File: src/common/ats_consts.svh
// Offsets, field positions, opcodes, reset values and counts of the security lock core
`ifndef ATS_CONSTS_SVH
`define ATS_CONSTS_SVH

// Command opcodes handled by the core
`define ATS_OP_SET_PW   8'hF1
`define ATS_OP_UNLOCK   8'hF2
`define ATS_OP_PREPARE  8'hF3
`define ATS_OP_ERASE    8'hF4
`define ATS_OP_FREEZE   8'hF5
`define ATS_OP_DISABLE  8'hF6

// Password sector layout
`define ATS_CW_ID_BIT    0
`define ATS_CW_LEVEL_BIT 8
`define ATS_PW_FIRST     8'h01
`define ATS_PW_LAST      8'h10
`define ATS_SECTOR_LAST  8'hFF

// Failed-unlock budget after power-on or hardware reset
`define ATS_ATTEMPTS_INIT 3'h5

// Register map (byte addresses)
`define ATS_REG_CTRL   4'h0
`define ATS_REG_STATUS 4'h4

// Control register fields and reset values
`define ATS_CTRL_SUPPORTED_BIT 0
`define ATS_CTRL_RESET         1'h1

// Status register fields
`define ATS_ST_LOCKED_BIT  0
`define ATS_ST_FROZEN_BIT  1
`define ATS_ST_LEVEL_BIT   2
`define ATS_ST_LOCKEN_BIT  3
`define ATS_ST_ATT_LSB     4
`define ATS_ST_ARMED_BIT   7
`define ATS_ST_BUSY_BIT    8
`define ATS_ST_USERPW_BIT  9

// Sector count value written back after freeze
`define ATS_SECCNT_FROZEN 8'h00

`endif

File: src/common/ats_pkg.sv
// Types shared by the security lock core and its password store
package ats_pkg;
  typedef logic [15:0] ats_word_t;
  typedef logic [3:0]  ats_pw_idx_t;

  // Command sequencer states, one-hot
  typedef enum logic [2:0] {
    ATS_IDLE = 3'b001,
    ATS_RECV = 3'b010,
    ATS_FIN  = 3'b100
  } ats_state_e;
endpackage

File: src/common/ats_pw_if.sv
// Port between the lock core and the password store
interface ats_pw_if;
  import ats_pkg::*;
  logic        wr_en;
  logic        wr_sel;
  ats_pw_idx_t wr_idx;
  ats_word_t   wr_data;
  logic        rd_sel;
  ats_pw_idx_t rd_idx;
  ats_word_t   rd_data;

  modport core (output wr_en, output wr_sel, output wr_idx, output wr_data,
                output rd_sel, output rd_idx, input rd_data);
  modport mem  (input wr_en, input wr_sel, input wr_idx, input wr_data,
                input rd_sel, input rd_idx, output rd_data);
endinterface

File: src/design/ats_pw_mem.sv
// Password store: user slot 0, master slot 1, sixteen words each
module ats_pw_mem
  import ats_pkg::*;
(
  input wire logic clock,
  input wire logic reset,
  ats_pw_if.mem    pw
);
  ats_word_t mem_q [0:31];
  ats_word_t rd_reg;

  // Power-on leaves both passwords all zero
  always_ff @(posedge clock or posedge reset) begin
    if (reset) begin
      for (int i = 0; i < 32; i++) begin
        mem_q[i] <= 16'h0000;
      end
    end else if (pw.wr_en) begin
      mem_q[{pw.wr_sel, pw.wr_idx}] <= pw.wr_data;
    end
  end

  // Registered read port, one cycle latency
  always_ff @(posedge clock or posedge reset) begin
    if (reset) begin
      rd_reg <= 16'h0000;
    end else begin
      rd_reg <= mem_q[{pw.rd_sel, pw.rd_idx}];
    end
  end

  assign pw.rd_data = rd_reg;
endmodule

File: src/design/ats_lock_core.sv
// Security lock command core: passwords, lock, freeze and unlock attempts
module ats_lock_core
  import ats_pkg::*;
(
  input  wire logic        clock,
  input  wire logic        reset,
  input  wire logic        hw_reset_pin,
  input  wire logic        cmd_valid,
  input  wire logic [7:0]  cmd_code,
  input  wire logic        data_valid,
  input  wire logic [15:0] data_word,
  input  wire logic [3:0]  addr,
  input  wire logic [31:0] wdata,
  input  wire logic        wr_en,
  input  wire logic        rd_en,
  output logic      [31:0] rd_data,
  output logic             data_req,
  output logic             cmd_done,
  output logic             cmd_abort,
  output logic             seccnt_wr,
  output logic      [7:0]  seccnt_val,
  output logic             erase_start,
  output logic             wear_level_start,
  output logic             other_cmd,
  output logic             locked,
  output logic             frozen
);
  `include "ats_consts.svh"

  ats_pw_if pw ();

  ats_pw_mem u_mem (
    .clock (clock),
    .reset (reset),
    .pw    (pw.mem)
  );

  ats_state_e  state_reg;
  ats_state_e  state_next;
  logic [7:0]  op_reg;
  logic [7:0]  wcnt_reg;
  logic        id_reg;
  logic        lvl_reg;
  logic        cmp_pend_reg;
  ats_word_t   word_d_reg;
  logic        miss_reg;
  logic        frozen_reg;
  logic        locked_reg;
  logic        lock_en_reg;
  logic        level_max_reg;
  logic        user_valid_reg;
  logic        armed_reg;
  logic [2:0]  attempts_reg;
  logic        sec_sup_reg;
  logic        hwr_meta_reg;
  logic        hwr_sync_reg;
  logic        data_req_reg;
  logic        done_reg;
  logic        abort_reg;
  logic        seccnt_wr_reg;
  logic [7:0]  seccnt_val_reg;
  logic        erase_reg;
  logic        wear_reg;
  logic        other_reg;
  logic [31:0] rd_data_reg;
  logic        go;
  logic        handled;
  logic        take_data;
  logic        abort_now;
  logic        word_take;
  logic        pw_word;
  logic        last_word;
  logic        fin;
  logic        fin_ok;
  logic        exhausted;

  // Commands that carry a password sector
  function automatic logic needs_sector(input logic [7:0] op);
    needs_sector = (op == `ATS_OP_SET_PW) || (op == `ATS_OP_UNLOCK) ||
                   (op == `ATS_OP_ERASE);
  endfunction

  // Abort decided before any data is asked for
  function automatic logic early_abort(input logic [7:0] op, input logic frz,
                                       input logic none_left, input logic armed);
    case (op)
      `ATS_OP_SET_PW:  early_abort = frz;
      `ATS_OP_UNLOCK:  early_abort = frz | none_left;
      `ATS_OP_ERASE:   early_abort = frz | none_left | !armed;
      `ATS_OP_DISABLE: early_abort = frz;
      default:         early_abort = 1'b0;
    endcase
  endfunction

  // Hardware reset pin passes two flops before use
  always_ff @(posedge clock or posedge reset) begin
    if (reset) begin
      hwr_meta_reg <= 1'b0;
      hwr_sync_reg <= 1'b0;
    end else begin
      hwr_meta_reg <= hw_reset_pin;
      hwr_sync_reg <= hwr_meta_reg;
    end
  end

  // Command decode terms
  assign exhausted = (attempts_reg == 3'h0);
  assign go        = (state_reg == ATS_IDLE) && cmd_valid && !hwr_sync_reg;
  assign abort_now = early_abort(cmd_code, frozen_reg, exhausted, armed_reg);
  assign handled   = sec_sup_reg && ((cmd_code >= `ATS_OP_SET_PW &&
                     cmd_code <= `ATS_OP_FREEZE) ||
                     (cmd_code == `ATS_OP_DISABLE && frozen_reg));
  assign take_data = go && handled && needs_sector(cmd_code) && !abort_now;
  assign word_take = (state_reg == ATS_RECV) && data_valid;
  assign pw_word   = word_take && (wcnt_reg >= `ATS_PW_FIRST) &&
                     (wcnt_reg <= `ATS_PW_LAST);
  assign last_word = word_take && (wcnt_reg == `ATS_SECTOR_LAST);
  assign fin       = (state_reg == ATS_FIN);

  // Set always passes; master unlock refused at maximum level; otherwise all words must match
  assign fin_ok = (op_reg == `ATS_OP_SET_PW) ||
                  (!miss_reg && !(op_reg == `ATS_OP_UNLOCK && id_reg &&
                                  level_max_reg));

  // Sequencer next state
  always_comb begin
    state_next = state_reg;
    unique case (state_reg)
      ATS_IDLE: if (take_data) state_next = ATS_RECV;
      ATS_RECV: if (last_word) state_next = ATS_FIN;
      ATS_FIN:  state_next = ATS_IDLE;
      default:  state_next = ATS_IDLE;
    endcase
  end

  // Hardware reset drops any command in flight
  always_ff @(posedge clock or posedge reset) begin
    if (reset) begin
      state_reg <= ATS_IDLE;
    end else if (hwr_sync_reg) begin
      state_reg <= ATS_IDLE;
    end else begin
      state_reg <= state_next;
    end
  end

  // Sector word counter and control word capture
  always_ff @(posedge clock or posedge reset) begin
    if (reset) begin
      op_reg   <= 8'h00;
      wcnt_reg <= 8'h00;
      id_reg   <= 1'b0;
      lvl_reg  <= 1'b0;
    end else begin
      if (go) begin
        op_reg   <= cmd_code;
        wcnt_reg <= 8'h00;
      end else if (word_take) begin
        wcnt_reg <= wcnt_reg + 8'h01;
      end
      if (word_take && wcnt_reg == 8'h00) begin
        id_reg  <= data_word[`ATS_CW_ID_BIT];
        lvl_reg <= data_word[`ATS_CW_LEVEL_BIT];
      end
    end
  end

  // Password store access: set writes, unlock and erase read the chosen slot
  assign pw.wr_en   = pw_word && (op_reg == `ATS_OP_SET_PW);
  assign pw.wr_sel  = id_reg;
  assign pw.wr_idx  = 4'(wcnt_reg - 8'h01);
  assign pw.wr_data = data_word;
  assign pw.rd_sel  = id_reg;
  assign pw.rd_idx  = 4'(wcnt_reg - 8'h01);

  // Compare one cycle later, since the store answers from a register
  always_ff @(posedge clock or posedge reset) begin
    if (reset) begin
      cmp_pend_reg <= 1'b0;
      word_d_reg   <= 16'h0000;
      miss_reg     <= 1'b0;
    end else begin
      cmp_pend_reg <= pw_word && (op_reg != `ATS_OP_SET_PW);
      word_d_reg   <= data_word;
      if (go) begin
        miss_reg <= 1'b0;
      end else if (cmp_pend_reg && pw.rd_data != word_d_reg) begin
        miss_reg <= 1'b1;
      end
    end
  end

  // Lock, freeze and attempt state; hardware reset reloads per-session state
  always_ff @(posedge clock or posedge reset) begin
    if (reset) begin
      frozen_reg     <= 1'b0;
      locked_reg     <= 1'b0;
      lock_en_reg    <= 1'b0;
      level_max_reg  <= 1'b0;
      user_valid_reg <= 1'b0;
      armed_reg      <= 1'b0;
      attempts_reg   <= `ATS_ATTEMPTS_INIT;
    end else if (hwr_sync_reg) begin
      frozen_reg   <= 1'b0;
      locked_reg   <= lock_en_reg;
      armed_reg    <= 1'b0;
      attempts_reg <= `ATS_ATTEMPTS_INIT;
    end else begin
      if (go) begin
        armed_reg <= (cmd_code == `ATS_OP_PREPARE);
        if (sec_sup_reg && cmd_code == `ATS_OP_FREEZE) begin
          frozen_reg <= 1'b1;
        end
      end
      if (fin) begin
        unique case (op_reg)
          `ATS_OP_SET_PW: begin
            if (!id_reg) begin           // master set skips lock state
              user_valid_reg <= 1'b1;
              lock_en_reg    <= 1'b1;
              level_max_reg  <= lvl_reg;
            end
          end
          `ATS_OP_UNLOCK: begin
            if (fin_ok) begin
              locked_reg <= 1'b0;
            // A refused master unlock costs no attempt, even when its words miss
            end else if (locked_reg && miss_reg && !(id_reg && level_max_reg) && !exhausted) begin
              attempts_reg <= attempts_reg - 3'h1;
            end
          end
          `ATS_OP_ERASE: begin
            if (fin_ok) begin
              locked_reg     <= 1'b0;
              lock_en_reg    <= 1'b0;
              user_valid_reg <= 1'b0;
            end
          end
          default: begin
          end
        endcase
      end
    end
  end

  // Completion strobes, all registered
  always_ff @(posedge clock or posedge reset) begin
    if (reset) begin
      data_req_reg   <= 1'b0;
      done_reg       <= 1'b0;
      abort_reg      <= 1'b0;
      seccnt_wr_reg  <= 1'b0;
      seccnt_val_reg <= `ATS_SECCNT_FROZEN;
      erase_reg      <= 1'b0;
      wear_reg       <= 1'b0;
      other_reg      <= 1'b0;
    end else begin
      done_reg      <= (go && handled && !take_data) || fin;
      abort_reg     <= (go && handled && abort_now) || (fin && !fin_ok);
      seccnt_wr_reg <= go && handled && cmd_code == `ATS_OP_FREEZE;
      seccnt_val_reg <= `ATS_SECCNT_FROZEN;
      erase_reg     <= fin && op_reg == `ATS_OP_ERASE && fin_ok;
      wear_reg      <= go && !sec_sup_reg && cmd_code == `ATS_OP_FREEZE;
      other_reg     <= go && !handled && !(!sec_sup_reg &&
                       cmd_code == `ATS_OP_FREEZE);
      if (hwr_sync_reg || last_word) begin
        data_req_reg <= 1'b0;
      end else if (take_data) begin
        data_req_reg <= 1'b1;
      end
    end
  end

  // Register port: control is writable, status reflects the lock state
  always_ff @(posedge clock or posedge reset) begin
    if (reset) begin
      sec_sup_reg <= `ATS_CTRL_RESET;
      rd_data_reg <= 32'h0000_0000;
    end else begin
      if (wr_en && addr == `ATS_REG_CTRL) begin
        sec_sup_reg <= wdata[`ATS_CTRL_SUPPORTED_BIT];
      end
      rd_data_reg <= 32'h0000_0000;
      if (rd_en) begin
        unique case (addr)
          `ATS_REG_CTRL: rd_data_reg[`ATS_CTRL_SUPPORTED_BIT] <= sec_sup_reg;
          `ATS_REG_STATUS: begin
            rd_data_reg[`ATS_ST_LOCKED_BIT] <= locked_reg;
            rd_data_reg[`ATS_ST_FROZEN_BIT] <= frozen_reg;
            rd_data_reg[`ATS_ST_LEVEL_BIT]  <= level_max_reg;
            rd_data_reg[`ATS_ST_LOCKEN_BIT] <= lock_en_reg;
            rd_data_reg[`ATS_ST_ATT_LSB +: 3] <= attempts_reg;
            rd_data_reg[`ATS_ST_ARMED_BIT]  <= armed_reg;
            rd_data_reg[`ATS_ST_BUSY_BIT]   <= (state_reg != ATS_IDLE);
            rd_data_reg[`ATS_ST_USERPW_BIT] <= user_valid_reg;
          end
          default: begin
          end
        endcase
      end
    end
  end

  assign rd_data          = rd_data_reg;
  assign data_req         = data_req_reg;
  assign cmd_done         = done_reg;
  assign cmd_abort        = abort_reg;
  assign seccnt_wr        = seccnt_wr_reg;
  assign seccnt_val       = seccnt_val_reg;
  assign erase_start      = erase_reg;
  assign wear_level_start = wear_reg;
  assign other_cmd        = other_reg;
  assign locked           = locked_reg;
  assign frozen           = frozen_reg;
endmodule

File: config.mk
export PLATFORM = sky130hd
export DESIGN_NAME = ats_lock_core
export DESIGN_NICKNAME = d
export VERILOG_FILES = /design/src/common/ats_pkg.sv /design/src/common/ats_pw_if.sv /design/src/design/ats_pw_mem.sv /design/src/design/ats_lock_core.sv
export VERILOG_INCLUDE_DIRS = /design/src /design/src/common
export SDC_FILE = /design/constraint.sdc
export NUM_CORES = 1
export LEC_CHECK = 0
export BUFFER_PORTS_ARGS = -buffer_cell sky130_fd_sc_hd__buf_4
export CAP_MARGIN = 5
export CORE_MARGIN = 8
export CORE_UTILIZATION = 55
export CTS_BUF_LIST = sky130_fd_sc_hd__clkbuf_4 sky130_fd_sc_hd__clkbuf_8
export DETAILED_ROUTE_END_ITERATION = 10
export GPL_TIMING_DRIVEN = 1
export PLACE_DENSITY = 0.75
export SLEW_MARGIN = 20
export SYNTH_ARGS = -nofsm -noshare
export SYNTH_HDL_FRONTEND = slang
export SYNTH_SLANG_ARGS = --single-unit
File: constraint.sdc
create_clock -name clock -period 20.2 [get_ports clock]
set_clock_uncertainty 0.1 [all_clocks]
set_input_delay 5.05 -clock clock [delete_from_list [all_inputs] [get_ports clock]]
set_output_delay 5.05 -clock clock [all_outputs]
set_load 0.01 [all_outputs]
==> out/results.txt <==
The count of endpoints failing hold in the final timing report is 0. TritonCTS built the clock tree. The largest area contributor in the netlist is sky130_fd_sc_hd__dfrtp_1.

After clock tree synthesis, the flow added hold-fix buffers numbering 0. The max-slew violation total from the final report came out at 0. The accumulated negative setup slack is 0 ns, and the share of synthesized area occupied by flip-flops and latches is 0.542.

By area the synthesized netlist is led by sky130_fd_sc_hd__dfrtp_1, sky130_fd_sc_hd__mux2_2, sky130_fd_sc_hd__mux4_2, sky130_fd_sc_hd__mux2_4, sky130_fd_sc_hd__mux2i_1. Later-pin clock latency in the skew report: 0.68 ns. The startpoint identified for the worst register-to-register timing path is wcnt_reg[0]. The share of synthesized flip-flops with an asynchronous set or reset is 1.00. Dividing total power by cell area gives a power density of 77.8 nW/µm².

Across all register-to-register paths, the minimum setup slack is 15.72 ns. In the post-synthesis netlist, the cell with the most instances is sky130_fd_sc_hd__dfrtp_1. Once detailed placement completed, the half-perimeter wirelength came to 35.5 mm.

The smallest clock period supported by the final layout is computed as 7.78 ns. The count of unique library cells instantiated by Yosys was 62; the total power consumption of the routed design was 0.00235 W. The top flip-flop cell by instance count after synthesis was sky130_fd_sc_hd__dfrtp_1. The path class of the lowest-slack min-delay path is reg2reg. The number of fillers in the final layout is 3697. The buffering stage count on the worst path with inverters included is 2, and the number of buffers created by CTS is 97. The count of buffers added by post-CTS timing repair for setup is 0, and the cell row count is 82.

The layout net count is 1863, and the number of enable-type register cells in the synthesized netlist is 0. The worst hold path passes through 0 cells. Counting flops and latches in the post-synthesis netlist gives 594.

The run gives 0.0641 mV as the worst supply voltage drop on vdd. The worst register-to-register path ends at u_mem.mem_q[324]. STA classifies the critical path startpoint as an input port. The total leakage power is 14.7 nW, and the stage delay of the slowest cell on the critical path is 0.86 ns. The final number of setup-violating endpoints came out at 0. Walking the worst path, the cells encountered are buf_4 > or4bb_1 > a221oi_2 > nand3_2 > nor3_2 > buf_4 > mux2_2. The remaining global-route overflow was 0; the actual transition at the worst max-transition pin was 1.14 ns. Yosys printed 0 warnings. The cell with the largest stage delay on the worst path was sky130_fd_sc_hd__nor3_2. Highest fanout seen on the critical path: 9. In this design, the critical path's most frequently occurring cell is sky130_fd_sc_hd__buf_4. The tools report the data arrival time of the critical path as 8.23 ns. The worst hold path begins at hwr_meta_reg. The growth of design area from synthesis to finish works out to 10.1%. The H-tree generated during clock tree synthesis spans 3 levels. After clock tree synthesis, the clock-pin slew on the worst setup and hold paths is 0.06 ns. The ratio of cells with drive above 1 in the final layout is 0.519, and the detail-routed net length per standard cell is 23.6 µm. The register with the most flip-flops in the layout has 512 of them.

The final period utilization is 0.385, and the full die area is 57300 µm². For the initial cell density of the core, the log shows 0.553. The number of violations reported at the end of detailed-routing iteration 0 was 925. The largest net degree at the start of global routing is 206. The tightest slew margin relative to the limit was 0.241. The worst hold path terminates at hwr_sync_reg. The number of gates resized after CTS was 0. The sequential cells in the finished layout cover a total of 14900 µm².

The logs give 0.214 for the all-layer global routing usage and 15000 for the via count. The kind of cell with the highest combined delay on the critical path was simple AND/OR/NAND/NOR gates. STA classifies the critical path endpoint as a register.

Placeable core region: 49700 µm². The number of global-route vias before repair was 16200. Clock tree synthesis found a total of 594 sinks.

Data on the critical path is required at its endpoint by 20.65 ns. No sink is reached through more buffers than the 3 on the longest clock path. The tools report the wire length of the first global-routing pass as 95.1 mm.

Setup repair after global routing left no endpoint under its margin. The logs give 59.9 mm for the final wirelength and 11700 µm² for the area occupied by multi-input gates. The congestion estimate from routability-driven global placement came to 0.771. Number of port buffers: 54. After detailed routing, the number of vias per cell comes to 5.94.

The worst-case reg-to-reg path depth works out to 8. Measured along the y axis, the die boundary spans 239 µm. The logs give 0 for the initial antenna violation count and 0 for the number of routed nets with antenna violations. The post-synthesis area per instance is 15.7 µm².

By startpoint and endpoint, the worst setup path is classified as in2reg. The floorplan step set the die width to 239 µm. Static timing analysis puts the maximum clock frequency at 129 MHz. Before antenna repair, the detailed router went through 5 iterations. Sorting the synthesized cells by how often they occur yields sky130_fd_sc_hd__dfrtp_1, sky130_fd_sc_hd__mux2_2, sky130_fd_sc_hd__mux4_2. The number of antenna repair diodes was 0; the post-synthesis instance total was 1745. Pin placement for this block handled 116 I/O pins. The fraction of post-synthesis cell area in the top cell type by area is 0.538, and the max-capacitance violation count is 0.

Summing every instance area after synthesis gives 27400 µm². The tools report the master cell of the clock root buffer as sky130_fd_sc_hd__clkbuf_8. After detailed routing, the number of remaining DRC violations is 0. The flow ran to the end, and the final reports show no timing, DRC or antenna violations.
==> cells by family after synthesis <==
kind of cell               count (synthesis)  share of synthesized area
muxes                                    718                      0.355
DFF                                      594                      0.542
buffers and inverters                    189                     0.0383
and+or+nand+nor                          149                     0.0359
AOI/OAI and AO/OA                         61                     0.0171
xor gates and xnor gates                  24                    0.00766
adders and majority gates                  9                    0.00410
other                                      1                   0.000137
==> through the flow <==
stage,std cells,utilization,hold WS (ns),setup WS [ns],instance area (µm²)
after CTS,2531,0.608,0.238,12.33,30200
after floorplan,1774,-,0.231,6.95,27600
after global routing,2532,0.608,0.263,12.34,30200
final,2532,0.608,0.236,12.42,30200
after detailed placement,2359,0.566,0.235,11.66,28100
after global placement,2359,0.566,0.234,11.77,28100
==> worst register-to-register path: stages (launching register included) <==
cell and delay [ns]:
sky130_fd_sc_hd__dfrtp_4 0.79, sky130_fd_sc_hd__buf_4 0.92, sky130_fd_sc_hd__nor2_1 0.13, sky130_fd_sc_hd__o21ai_0 0.44
sky130_fd_sc_hd__mux2i_2 0.13, sky130_fd_sc_hd__buf_4 0.29, sky130_fd_sc_hd__nor3_2 0.79, sky130_fd_sc_hd__buf_4 0.38
sky130_fd_sc_hd__mux2_2 0.36
==> placed cells by master, fill, tap and decap left out, types with 3 or more instances in the layout <==
| master | n |
|---|---|
| sky130_fd_sc_hd__clkbuf_4 | 30 |
| sky130_fd_sc_hd__nor3_2 | 11 |
| sky130_fd_sc_hd__o21ai_0 | 9 |
| sky130_fd_sc_hd__nand2b_1 | 8 |
| sky130_fd_sc_hd__conb_1 | 30 |
| sky130_fd_sc_hd__buf_4 | 84 |
| sky130_fd_sc_hd__a21oi_1 | 6 |
| sky130_fd_sc_hd__mux2i_1 | 61 |
| sky130_fd_sc_hd__xnor2_1 | 4 |
| sky130_fd_sc_hd__mux4_2 | 130 |
| sky130_fd_sc_hd__mux2_4 | 73 |
| sky130_fd_sc_hd__nor3_1 | 5 |
| sky130_fd_sc_hd__and2_1 | 9 |
| sky130_fd_sc_hd__nor2b_1 | 5 |
| sky130_fd_sc_hd__or3_1 | 10 |
| sky130_fd_sc_hd__nor4_1 | 7 |
| sky130_fd_sc_hd__inv_1 | 11 |
| sky130_fd_sc_hd__and3_1 | 5 |
| sky130_fd_sc_hd__nor2_1 | 22 |
| sky130_fd_sc_hd__nand2_1 | 15 |
| sky130_fd_sc_hd__xor2_1 | 20 |
| sky130_fd_sc_hd__nand3b_1 | 3 |
| sky130_fd_sc_hd__buf_6 | 3 |
| sky130_fd_sc_hd__dfrtp_1 | 588 |
| sky130_fd_sc_hd__or2_2 | 3 |
| sky130_fd_sc_hd__dfstp_2 | 4 |
| sky130_fd_sc_hd__and4_1 | 5 |
| sky130_fd_sc_hd__o221ai_1 | 15 |
| sky130_fd_sc_hd__mux2_2 | 452 |
| sky130_fd_sc_hd__clkbuf_8 | 128 |
| sky130_fd_sc_hd__nand4_1 | 7 |
| sky130_fd_sc_hd__ha_1 | 8 |
| sky130_fd_sc_hd__nand3_2 | 12 |
| sky130_fd_sc_hd__nand3_1 | 5 |
| sky130_fd_sc_hd__clkinv_2 | 12 |
| sky130_fd_sc_hd__o22a_1 | 15 |
==> report_power, final <==
part	internal, W	switching [W]
combinational	0.0000128	0.0000486
sequential	0.00120	0.00000364
clock	0.000619	0.000470
==> per-layer routing <==
metal,GRT usage,vias to the layer above,share of wire
met3,0.0385,106,0.039
met2,0.350,280,0.49
li1,-,6470,-
met4,0.0608,0,0.024
met1,0.294,8189,0.45
met5,0,-,0
==> worst max path at each step <==
stage                       endpoint        from  cells after the start
floorplan                  armed_reg       reset                      1
global placement    u_mem.mem_q[327]  data_valid                      7
detailed placement  u_mem.mem_q[369]  data_valid                      7
CTS                 u_mem.mem_q[373]  data_valid                      7
global route        u_mem.mem_q[326]  data_valid                      7
finish              u_mem.mem_q[324]  data_valid                      7
==> layout make-up <==
type,count,area share
clock buffers,158,0.0658
clock inverters,14,0.00253
inverters,14,0.00186
multi-input cells,991,0.386
flip-flops and latches,594,0.492
well taps,672,0.0278
repair buffers,89,0.0236
No activity file was read; power rests on OpenSTA's default activity.
